**src/pba_regs.vh**
```
// Constants for the bus target agent: commands, timing, widths
`ifndef PBA_REGS_VH
`define PBA_REGS_VH
// Bus command codes on the lower command lines
`define PBA_CMD_SPECIAL 4'h1
`define PBA_CMD_MEM_RD 4'h6
`define PBA_CMD_MEM_WR 4'h7
`define PBA_CMD_CFG_RD 4'ha
`define PBA_CMD_CFG_WR 4'hb
`define PBA_CMD_DAC 4'hd
// Default decode window of the memory target
`define PBA_BASE_DEF 32'h1000_0000
`define PBA_MASK_DEF 32'hffff_f000
// Byte lane width
`define PBA_LANE_W 8
// Address step per data phase, narrow and wide
`define PBA_STEP32 32'h0000_0004
`define PBA_STEP64 32'h0000_0008
// Burst limit before the target asks the master to stop
`define PBA_BURST_DEF 8'h10
// Target state codes
`define PBA_ST_IDLE 3'h0
`define PBA_ST_WAIT 3'h1
`define PBA_ST_DATA 3'h2
`define PBA_ST_TURN 3'h3
`define PBA_ST_SKIP 3'h4
`endif

```
**src/pba_sync.v**
```verilog
// Three-stage input synchroniser with agreement filter
module pba_sync #(
  parameter W = 1,
  parameter [W-1:0] INIT = {W{1'b1}}
) (
  input wire clk_in,
  input wire sys_rst_in,
  input wire [W-1:0] raw_in,
  output reg [W-1:0] clean_out
);
  reg [W-1:0] st1; // First stage, read only by st2
  reg [W-1:0] st2; // Second stage
  reg [W-1:0] st3; // Third stage
  // Shift chain; accept a change once stages two and three agree
  always @(posedge clk_in) begin
    if (sys_rst_in) begin
      st1 <= INIT;
      st2 <= INIT;
      st3 <= INIT;
      clean_out <= INIT;
    end else begin
      st1 <= raw_in;
      st2 <= st1;
      st3 <= st2;
      if (st2 == st3) begin
        clean_out <= st3;
      end
    end
  end
endmodule // pba_sync

```
**src/pba_target.v**
```verilog
// Bus target agent: decode, handshakes, parity, 64-bit, interrupt pin
// Functional notes
// - Address phase then one or more data phases
// - Low lane is byte 0, top lane byte 3
// - Command in address phase, then byte enables
// - Byte enables valid for whole data phase
// - Decoding target drives device select
// - 64-bit acknowledge timed as device select
// - Upper lines: high address, or extra data
// - Upper enables: DAC command, or bytes 4-7
// - Even parity over lower lines and enables
// - Master drives address/write parity, target read
// - Upper parity covers upper lines and enables
// - Report data parity errors except special cycles; upper parity is still checked in them
// - Masters use dedicated request and grant
// - Init select is chip select for configuration
// - Interrupt level, active low, open drain
// - Single function uses line A only
// - Lock still allows unlocked addresses through
// - Everything timed by common bus clock
// - Target ready means data valid or acceptable
// - Target asserts stop to end transaction
// - Reset returns all state to initial
`include "pba_regs.vh"
module pba_target #(
  parameter [31:0] BASE = `PBA_BASE_DEF,
  parameter [31:0] MASK = `PBA_MASK_DEF,
  parameter [7:0] BURST = `PBA_BURST_DEF,
  parameter ENABLE_64 = 1
) (
  input wire clk_in, // Common bus clock
  input wire sys_rst_in, // Synchronous, active high
  input wire [63:0] ad_in, // Shared address/data lines
  output reg [63:0] ad_out,
  output reg ad_oe_out, // Lower 32 lines driven
  output reg ad_hi_oe_out, // Upper 32 lines driven
  input wire [7:0] cbe_n_in, // Command / byte enables, low active
  input wire frame_n_in,
  input wire irdy_n_in,
  input wire idsel_in,
  input wire req64_n_in,
  input wire lock_n_in,
  output reg trdy_n_out,
  output reg devsel_n_out,
  output reg stop_n_out,
  output reg ack64_n_out,
  output reg ctl_oe_out, // Enable for trdy, devsel, stop, ack64
  output reg par_out,
  output reg par_oe_out,
  output reg par64_out,
  output reg par64_oe_out,
  input wire par_in,
  input wire par64_in,
  output reg perr_n_out,
  output reg perr_oe_out,
  input wire inta_req_in, // Function interrupt request, active high
  output reg inta_n_out, // Open-drain value, always low
  output reg inta_oe_out, // High while pulling the line low
  input wire [31:0] rd_data_lo_in, // User read data, low dword
  input wire [31:0] rd_data_hi_in, // User read data, high dword
  input wire rd_ready_in, // User can provide read data now
  input wire wr_ready_in, // User can accept write data now
  output reg [63:0] wr_data_out, // Captured write data
  output reg [7:0] wr_be_out, // Captured byte enables, high active
  output reg wr_valid_out, // Write word pulse
  output reg [31:0] addr_out, // Current word address
  output reg is_cfg_out, // Current access is configuration
  output wire rd_take_out, // Read word consumed pulse
  output reg perr_seen_out // Sticky data parity error flag
);
  // Bus inputs are on the bus clock, so they are used directly
  reg [2:0] state; // Target sequencer state
  reg [2:0] next_state;
  reg frame_q; // Frame seen last cycle (active high)
  reg [31:0] addr; // Running address
  reg [3:0] cmd; // Latched command
  reg wide; // 64-bit transfer accepted
  reg dac_hi; // Second address phase of dual cycle pending
  reg [7:0] beats; // Data phases done in burst
  reg locked; // This target is locked by a master
  reg [31:0] lock_addr; // Locked address
  reg par_chk; // Check parity on next edge
  reg par64_chk;
  reg [35:0] chk_lo; // Lines captured for parity check
  reg [35:0] chk_hi;
  wire frame = ~frame_n_in;
  wire irdy = ~irdy_n_in;
  wire start = frame & ~frame_q; // Address phase
  wire [3:0] acmd = cbe_n_in[3:0];
  wire is_rd = (acmd == `PBA_CMD_MEM_RD) | (acmd == `PBA_CMD_CFG_RD);
  wire is_wr = (acmd == `PBA_CMD_MEM_WR) | (acmd == `PBA_CMD_CFG_WR);
  wire is_cfg = (acmd == `PBA_CMD_CFG_RD) | (acmd == `PBA_CMD_CFG_WR);
  // Config selected by init select, memory by window
  wire hit_mem = ((ad_in[31:0] & MASK) == BASE) & ~is_cfg;
  wire hit = (is_rd | is_wr) & (is_cfg ? idsel_in : hit_mem);
  // Locked address refused only to non-lock masters
  wire lock_block = locked & lock_n_in & (ad_in[31:0] == lock_addr);
  wire dac = (acmd == `PBA_CMD_DAC);
  wire rd = (cmd == `PBA_CMD_MEM_RD) | (cmd == `PBA_CMD_CFG_RD);
  wire user_rdy = rd ? rd_ready_in : wr_ready_in;
  wire xfer = (state == `PBA_ST_DATA) & irdy & ~trdy_n_out;
  wire last = ~frame; // Final data phase when frame gone
  assign rd_take_out = xfer & rd;
  // Even parity helper: xor of bits gives even count
  function par36;
    input [35:0] v;
    begin
      par36 = ^v;
    end
  endfunction
  // Sequencer next state
  always @* begin
    next_state = state;
    case (state)
      `PBA_ST_IDLE: begin
        if (start & dac) begin
          next_state = `PBA_ST_WAIT; // High address follows
        end else if (start & hit & ~lock_block) begin
          next_state = `PBA_ST_DATA;
        end else if (start) begin
          next_state = `PBA_ST_SKIP;
        end
      end
      `PBA_ST_WAIT: begin
        next_state = (hit & ~lock_block) ? `PBA_ST_DATA : `PBA_ST_SKIP;
      end
      `PBA_ST_DATA: begin
        if ((xfer | ~stop_n_out) & last & irdy) begin
          next_state = `PBA_ST_TURN;
        end
      end
      `PBA_ST_TURN: begin
        next_state = `PBA_ST_IDLE;
      end
      `PBA_ST_SKIP: begin
        if (~frame & ~irdy) begin
          next_state = `PBA_ST_IDLE;
        end
      end
      default: begin
        next_state = `PBA_ST_IDLE;
      end
    endcase
  end
  // Sequencer, handshakes and data path, all on rising edge
  always @(posedge clk_in) begin
    if (sys_rst_in) begin
      state <= `PBA_ST_IDLE;
      frame_q <= 1'b0;
      addr <= 32'h0000_0000;
      cmd <= 4'h0;
      wide <= 1'b0;
      dac_hi <= 1'b0;
      beats <= 8'h00;
      ad_out <= 64'h0;
      ad_oe_out <= 1'b0;
      ad_hi_oe_out <= 1'b0;
      trdy_n_out <= 1'b1;
      devsel_n_out <= 1'b1;
      stop_n_out <= 1'b1;
      ack64_n_out <= 1'b1;
      ctl_oe_out <= 1'b0;
      wr_data_out <= 64'h0;
      wr_be_out <= 8'h00;
      wr_valid_out <= 1'b0;
      addr_out <= 32'h0000_0000;
      is_cfg_out <= 1'b0;
      locked <= 1'b0;
      lock_addr <= 32'h0000_0000;
    end else begin
      state <= next_state;
      frame_q <= frame;
      wr_valid_out <= 1'b0;
      if (state == `PBA_ST_IDLE & start) begin
        addr <= ad_in[31:0];
        cmd <= acmd;
        dac_hi <= dac;
        beats <= 8'h00;
        // Master asks for 64 bits with frame
        wide <= (ENABLE_64 != 0) & ~req64_n_in;
      end
      if (state == `PBA_ST_WAIT) begin
        // Second address phase gives the address and command that are decoded
        addr <= ad_in[31:0];
        cmd <= cbe_n_in[3:0];
      end
      // Claim the access: select and 64-bit ack together
      if (next_state == `PBA_ST_DATA & state != `PBA_ST_DATA) begin
        devsel_n_out <= 1'b0;
        ack64_n_out <= ~wide_next(state, req64_n_in, wide);
        ctl_oe_out <= 1'b1; // Drive only once claimed
        addr_out <= (state == `PBA_ST_WAIT) ? ad_in[31:0] : ad_in[31:0];
        is_cfg_out <= is_cfg;
        // Lock is taken by first locked access
        if (~lock_n_in & ~locked) begin
          locked <= 1'b1;
          lock_addr <= ad_in[31:0];
        end
      end
      if (state == `PBA_ST_DATA) begin
        // Ready only with data valid or room to take it
        trdy_n_out <= ~(user_rdy & ~(xfer & last));
        // Ask master to stop at burst limit
        if (xfer & (beats == BURST - 8'h01) & ~last) begin
          stop_n_out <= 1'b0;
          trdy_n_out <= 1'b1;
        end
        if (rd) begin // Target drives read data and lanes
          ad_out <= {rd_data_hi_in, rd_data_lo_in};
          ad_oe_out <= 1'b1;
          ad_hi_oe_out <= wide; // Extra dword only when both
        end
        if (xfer) begin
          beats <= beats + 8'h01;
          addr <= addr + (wide ? `PBA_STEP64 : `PBA_STEP32);
          addr_out <= addr + (wide ? `PBA_STEP64 : `PBA_STEP32);
          if (~rd) begin
            wr_data_out <= wide ? ad_in : {32'h0, ad_in[31:0]};
            // Enables sampled within the phase
            wr_be_out <= wide ? ~cbe_n_in : {4'h0, ~cbe_n_in[3:0]};
            wr_valid_out <= 1'b1;
          end
        end
      end
      if (next_state == `PBA_ST_TURN) begin
        trdy_n_out <= 1'b1;
        devsel_n_out <= 1'b1;
        ack64_n_out <= 1'b1;
        stop_n_out <= 1'b1;
        ad_oe_out <= 1'b0;
        ad_hi_oe_out <= 1'b0;
      end
      if (state == `PBA_ST_TURN) begin
        ctl_oe_out <= 1'b0; // Outputs released after turnaround
      end
      if (lock_n_in & frame_n_in) begin
        locked <= 1'b0; // Lock released when idle and lock drops
      end
    end
  end
  // Acknowledge 64 bits only when master asked at frame
  function wide_next;
    input [2:0] st;
    input req_n;
    input w;
    begin
      wide_next = (st == `PBA_ST_IDLE) ? ((ENABLE_64 != 0) & ~req_n) : w;
    end
  endfunction
  // Read parity one clock after data, driven by target
  always @(posedge clk_in) begin
    if (sys_rst_in) begin
      par_out <= 1'b0;
      par_oe_out <= 1'b0;
      par64_out <= 1'b0;
      par64_oe_out <= 1'b0;
    end else begin
      par_out <= par36({cbe_n_in[3:0], ad_out[31:0]});
      par64_out <= par36({cbe_n_in[7:4], ad_out[63:32]});
      par_oe_out <= ad_oe_out;
      par64_oe_out <= ad_hi_oe_out;
    end
  end
  // Write parity check: capture lines, compare next clock
  always @(posedge clk_in) begin
    if (sys_rst_in) begin
      par_chk <= 1'b0;
      par64_chk <= 1'b0;
      chk_lo <= 36'h0;
      chk_hi <= 36'h0;
      perr_n_out <= 1'b1;
      perr_oe_out <= 1'b0;
      perr_seen_out <= 1'b0;
    end else begin
      par_chk <= xfer & ~rd & (cmd != `PBA_CMD_SPECIAL);
      par64_chk <= xfer & ~rd & wide;
      chk_lo <= {cbe_n_in[3:0], ad_in[31:0]};
      chk_hi <= {cbe_n_in[7:4], ad_in[63:32]};
      // Report errors of checked phases one clock after their parity arrives
      if ((par_chk & (par36(chk_lo) != par_in)) |
          (par64_chk & (par36(chk_hi) != par64_in))) begin
        perr_n_out <= 1'b0;
        perr_oe_out <= 1'b1;
        perr_seen_out <= 1'b1;
      end else begin
        perr_n_out <= 1'b1;
        perr_oe_out <= ~perr_n_out; // Drive high one clock, then release
      end
    end
  end
  // Request may come from another clock domain: three-stage filter
  wire inta_req; // Synchronised interrupt request
  pba_sync #(
    .W(1),
    .INIT(1'b0)
  ) i_inta_sync (
    .clk_in(clk_in),
    .sys_rst_in(sys_rst_in),
    .raw_in(inta_req_in),
    .clean_out(inta_req)
  );
  // Single function: line A only, open drain, level
  always @(posedge clk_in) begin
    if (sys_rst_in) begin
      inta_n_out <= 1'b0;
      inta_oe_out <= 1'b0;
    end else begin
      inta_n_out <= 1'b0;
      inta_oe_out <= inta_req;
    end
  end
endmodule // pba_target

```
**config.mk**
```make
export PLATFORM = sky130hd
export DESIGN_NAME = pba_target
export DESIGN_NICKNAME = d
export VERILOG_FILES = /design/src/pba_sync.v /design/src/pba_target.v
export VERILOG_INCLUDE_DIRS = /design/src /design/src/src
export SDC_FILE = /design/constraint.sdc
export NUM_CORES = 1
export LEC_CHECK = 0
export BUFFER_PORTS_ARGS = -buffer_cell sky130_fd_sc_hd__buf_2
export CORE_MARGIN = 5
export CORE_UTILIZATION = 58
export DETAILED_ROUTE_END_ITERATION = 10
export PLACE_DENSITY = 0.85
export SLEW_MARGIN = 40
export SYNTH_ARGS = -nofsm -noshare
export SYNTH_HDL_FRONTEND = slang
export SYNTH_SLANG_ARGS = --single-unit
```
**constraint.sdc**
```tcl
create_clock -name clk_in -period 5 [get_ports clk_in]
set_input_delay 1 -clock clk_in [delete_from_list [all_inputs] [get_ports clk_in]]
set_output_delay 1 -clock clk_in [all_outputs]
set_load 0.02 [all_outputs]
```
# ---- Yosys cells after proc, flatten, opt, wreduce, memory -nomap -nowiden
# Index checks and enable logic that the tools add are counted.
dict set report word_totals {
  out_inout_bits 187
  word_cells 157
  register_bits 345
}
dict set report op_classes {
  muxes 29
  add_sub_neg 2
  bitwise 54
  eq_ne 21
  n_reduce_logical 14
}
# operator count
set op_table {}
lappend op_table {{$mux 32} 7}
lappend op_table {{$reduce_xor 36->1} 4}
lappend op_table {{$mux 64} 1}
lappend op_table {{$add 32x4->32} 1}
lappend op_table {{$eq 32x32->1} 1}
lappend op_table {{$mux 8} 4}
lappend op_table {{$and 1x1->1} 28}
lappend op_table {{$eq 20x17->1 const B} 1}
lappend op_table {{$mux 3} 6}
lappend op_table {{$not 1->1} 17}
lappend op_table {{$eq 4x4->1 const B} 4}
lappend op_table {{$eq 3x2->1 const B} 4}
lappend op_table {{$eq 4x3->1 const B} 3}
lappend op_table {{$mux 4} 3}
lappend op_table {{$pmux 3 s4} 1}
lappend op_table {{$add 8x1->8 const B} 1}
lappend op_table {{$eq 8x4->1 const B} 1}
lappend op_table {{$not 8->8} 1}
lappend op_table {{$mux 1} 7}
lappend op_table {{$or 1x1->1} 7}
lappend op_table {{$reduce_and 2->1} 3}
lappend op_table {{$reduce_or 2->1} 3}
lappend op_table {{$ne 4x1->1 const B} 1}
lappend op_table {{$not 4->4} 1}
lappend op_table {{other kinds (9)} 10}

# ---- Logic depth before layout (Yosys ltp)
dict set report depth {
  depth_word 16
  ltp_mapped 11
}

# ---- Hierarchy
# From an unflattened synthesis, not the netlist that was laid out.
dict set report hier_totals {
  hier_cells 1710
  hier_area_um2 14546.5
}
# mod area_each_um2 seq_area_each_um2 cells_each instances
set by_module_without_submodules {}
lappend by_module_without_submodules {pba_target 14433.8 6826.5 1700 1}
lappend by_module_without_submodules {pba_sync 112.6 80.1 10 1}

# ---- Worst setup path after synthesis
# No wires, ideal clock.
dict set report synth_path {
  kind {input port to output port}
  startpoint {in irdy_n_in}
  endpoint {out rd_take_out}
  t_arrival_ns 2.179
  stages 5
  slack_ns 1.821
  path_buffers 3
  cell_sequence {or3_4 buf_6 clkbuf_1 buf_2 nor2_1}
}
dict set report synth_between {
  elab_chain_len 4
}
# item line
set synth_rtl {}
lappend synth_rtl {{start: declaration} pba_target.v:39} ;# input wire irdy_n_in,
lappend synth_rtl {{$not 1->1} pba_target.v:87} ;# wire irdy = ~irdy_n_in;
lappend synth_rtl {{$and 1x1->1 (2 in series)} pba_target.v:101} ;# wire xfer = (state == `PBA_ST_DATA) & irdy & ~trdy_n_out;
lappend synth_rtl {{$and 1x1->1} pba_target.v:103} ;# assign rd_take_out = xfer & rd;
lappend synth_rtl {{end: declaration} pba_target.v:68} ;# output wire rd_take_out,
# No other way between the ends.

# ---- Final worst setup path
dict set report layout_path {
  startpoint {reg state[1]}
  endpoint {out rd_take_out}
}
dict set report layout_between {
  elab_chain_len 4
}
# item line
set layout_rtl {}
lappend layout_rtl {{start: declaration} pba_target.v:72} ;# reg [2:0] state;
lappend layout_rtl {{start signal: assignment} pba_target.v:148} ;# state <= `PBA_ST_IDLE;
lappend layout_rtl {{start signal: assignment} pba_target.v:171} ;# state <= next_state;
lappend layout_rtl {{$eq 3x2->1} --}
lappend layout_rtl {{$and 1x1->1 (2 in series)} pba_target.v:101}
lappend layout_rtl {{$and 1x1->1} pba_target.v:103}
# No other way between the ends.

==> reports/qor.yml <==
pwr:
  p_int_w: 0.00460
  p_clk_share_pct: 43.4
  switching_share_pct: 23.1
  leakage_nw: 6.76
  comb_power_share_pct: 8.9
  power_frac_seq_pct: 47.7
  p_per_area_nw_per_um2: 347
  p_switching_w: 0.00138
  peakVddDrop_uv: 226
placement:
  dp_cells: 2237
  numPortBuffers: 333
  place_congestion: 0.892
  post-place-ws_ps: 1620
  dp_hpwl_mm: 28.2
yosys:
  ys_seq_area_share_pct: 47.8
  synth_edf_count: 0
  ys_types: 56
  ys_ff_latch: 345
  synth_nets: 1855
  synth.avg_cell_area_um2: 8.51
  syn_inst: 1697
  synth_ff_type: "dfxtp_1"
  synth_warnings: 0
  ys_async_sr_fraction_pct: 0
  netlist_area_um2: 14400
floorplanning:
  core-area_um2: 24400
  dieArea_um2: 28200
  die_x_um: 168
  chipHeight_um: 168
  initial_utilization_pct: 59.2
  rows: 57
  io-pin-count: 335
cts:
  post_cts_buffers: 0
  htree_num_levels: 2
  cts_tree: "built"
  clock_path_buffers: 3
  clockRootBuffer: "clkbuf_16"
  hold_buffers: 0
  cts_buffers: 35
  cts.clk_slew.worst_paths_ps: 60
  clk_latency_ps: 510
  post_cts_resized: 0
  cts_num_sinks: 345
worst_setup_path:
  critPathKind: "flop to output pin"
  crit_required_ps: 4000
  critPathMaxFanout: 66
  cp-end-kind: "output pin"
  cp_slowest_stage_delay_ps: 670
  cp_slowest_cell: "or3_4"
  crit_arrival_ps: 2790
  rrSetupSlack_ps: 1530
  critPathLaunchType: "flop"
  path_cells: "or3b_1 > or3_4 > nor2_1 > buf_2"
drt:
  vias_per_cell: 5.68
  vias: 13058
  wl_per_cell_um: 18.0
  wirelength_mm: 41.4
  postRouteAntennaNets: 0
  dr.pass1.iters: 6
  post-route-drc-count: 0
  drt-initial-drc-count: 1427
timing:
  tightest_slew_ps: 832
  clock.fmax_mhz: 264
  drv_slew: 0
  final.min_clock_period_ps: 3790
  finalSetupTns_ps: 0
  relSlewSlack_pct: 44.6
  setup_slack_ps: 1210
  timing.final.hold_violations: 0
  finalCritPeriodShare_pct: 75.7
  clock_skew_ps: 16.2
  setup_viol: 0
  rsz0062_at_grt: "false"
flow_run:
  cap_violations: 0
grt:
  grt_pass1_wl_mm: 64.4
  grt.overflow.total: 0
  grt_max_degree: 189
  grt_pass1_vias: 12324
  antenna_found_initial: 2
  grt.total_usage_pct: 27.6
finish:
  stdcell_count: 2300
  nets: 2108
  final_common_cell: "nand2_1"
  final_cell_mix: "nand2_1, dfxtp_1, buf_2"
  drive_above_1_share_pct: 20.7
  syn_to_final_growth_pct: 19.5
worst_hold_path:
  min_path_type: "flop to flop"
outcome:
  outcome: "completed"
## critical path, delay by kind of cell (launching register included)
| kind | cells | cell delay, ps |
|---|---|---|
| buffers and inverters | 1 | 230 |
| DFF | 1 | 470 |
| and+or+nand+nor | 3 | 1570 |
## power by group through the flow
stage	Clock (W)	Sequential (W)	Combinational (W)
after global routing	0.00274	0.00286	0.000569
after CTS	0.00263	0.00285	0.000528
after detailed placement	0	0.00291	0.000522
after global placement	0	0.00291	0.000509
after floorplan	0	0.00291	0.000348
final	0.00260	0.00285	0.000532
## area by class of cell
cell class / count / area [µm²]
clock buffers: 59 / 1100
diodes: 1 / 2.50
flip-flops and latches: 345 / 6910
fillers: 1889 / 7140
repair buffers: 345 / 1780
well taps: 324 / 405
inverters: 16 / 60.1
multi-input cells: 1207 / 6960
clock inverters: 3 / 46.3
## kinds of logic after synthesis
kind of cell | count (synthesis) | share of synthesized area, %
compound gates | 369 | 14.5
xor+xnor | 191 | 12.5
fa+ha+maj | 10 | 0.918
buf+inv | 145 | 4.19
flops | 345 | 47.8
mux | 3 | 0.208
other cells | 1 | 0.0260
simple gates | 633 | 19.7
## cell usage after synthesis (all sizes together) (2+ instances only)
master	instances	area share, %
xor2	25	1.5
a311oi	4	0.24
a222oi	6	0.42
nand2	371	9.6
o211ai	4	0.21
dfxtp	345	48
mux2i	3	0.21
a31oi	47	2.0
nor3	23	0.90
inv	16	0.42
clkbuf	90	2.3
nand4	24	1.0
and3	6	0.26
o21a	4	0.21
and2	5	0.22
nand3	50	1.7
nor4b	3	0.18
or3	5	0.25
nor4	7	0.35
ha	9	0.78
a211oi	8	0.45
nand2b	2	0.087
buf	39	1.4
o31a	3	0.18
nor2b	74	3.2
nor2	53	1.4
o21ai	66	2.3
xnor3	10	1.6
or2	4	0.17
a21oi	202	7.0
nand3b	2	0.10
xnor2	156	9.5
a221oi	19	1.2
## flip-flops by register name, summed over array words and instances (netlist names), 3 cells and up
register	flops
ad_out	64
wr_data_out	64
chk_hi	36
chk_lo	36
addr	32
addr_out	32
lock_addr	32
beats	8
wr_be_out	8
cmd	4
state	3
## final timing paths
path                                    from                          to  cells past startpoint
setup / recovery         state[1]$_SDFF_PP0_                 rd_take_out                      4
hold / removal    i_inta_sync.st1$_SDFF_PP0_  i_inta_sync.st2$_SDFF_PP0_                      1
setup reg to reg           wide$_SDFFE_PP0P_         addr[26]$_SDFF_PP0_                     11
hold reg to reg   i_inta_sync.st1$_SDFF_PP0_  i_inta_sync.st2$_SDFF_PP0_                      1
## metrics by stage
step | total power (W) | cell area, µm² | util (%) | hold WS, ps
3_3_place_gp | 0.00342 | 16100 | 66.0 | 421
6_report | 0.00598 | 17300 | 70.7 | 445
2_1_floorplan | 0.00326 | 14400 | - | 414
5_1_grt | 0.00617 | 17300 | 70.7 | 458
4_1_cts | 0.00601 | 17300 | 70.7 | 449
3_5_place_dp | 0.00343 | 16100 | 66.0 | 429
## layer usage
layer  share of wire [%]  track usage [%]  up-vias  wire [µm]
met5               0.017                0        -          7
met4                 4.2             11.4        2       1740
met3                 9.9             5.42      122       4090
met2                  45             43.4      679      18800
met1                  41             37.6     6053      16800
li1                    -                -     6202          -
Power figures use the tool's default switching activity.
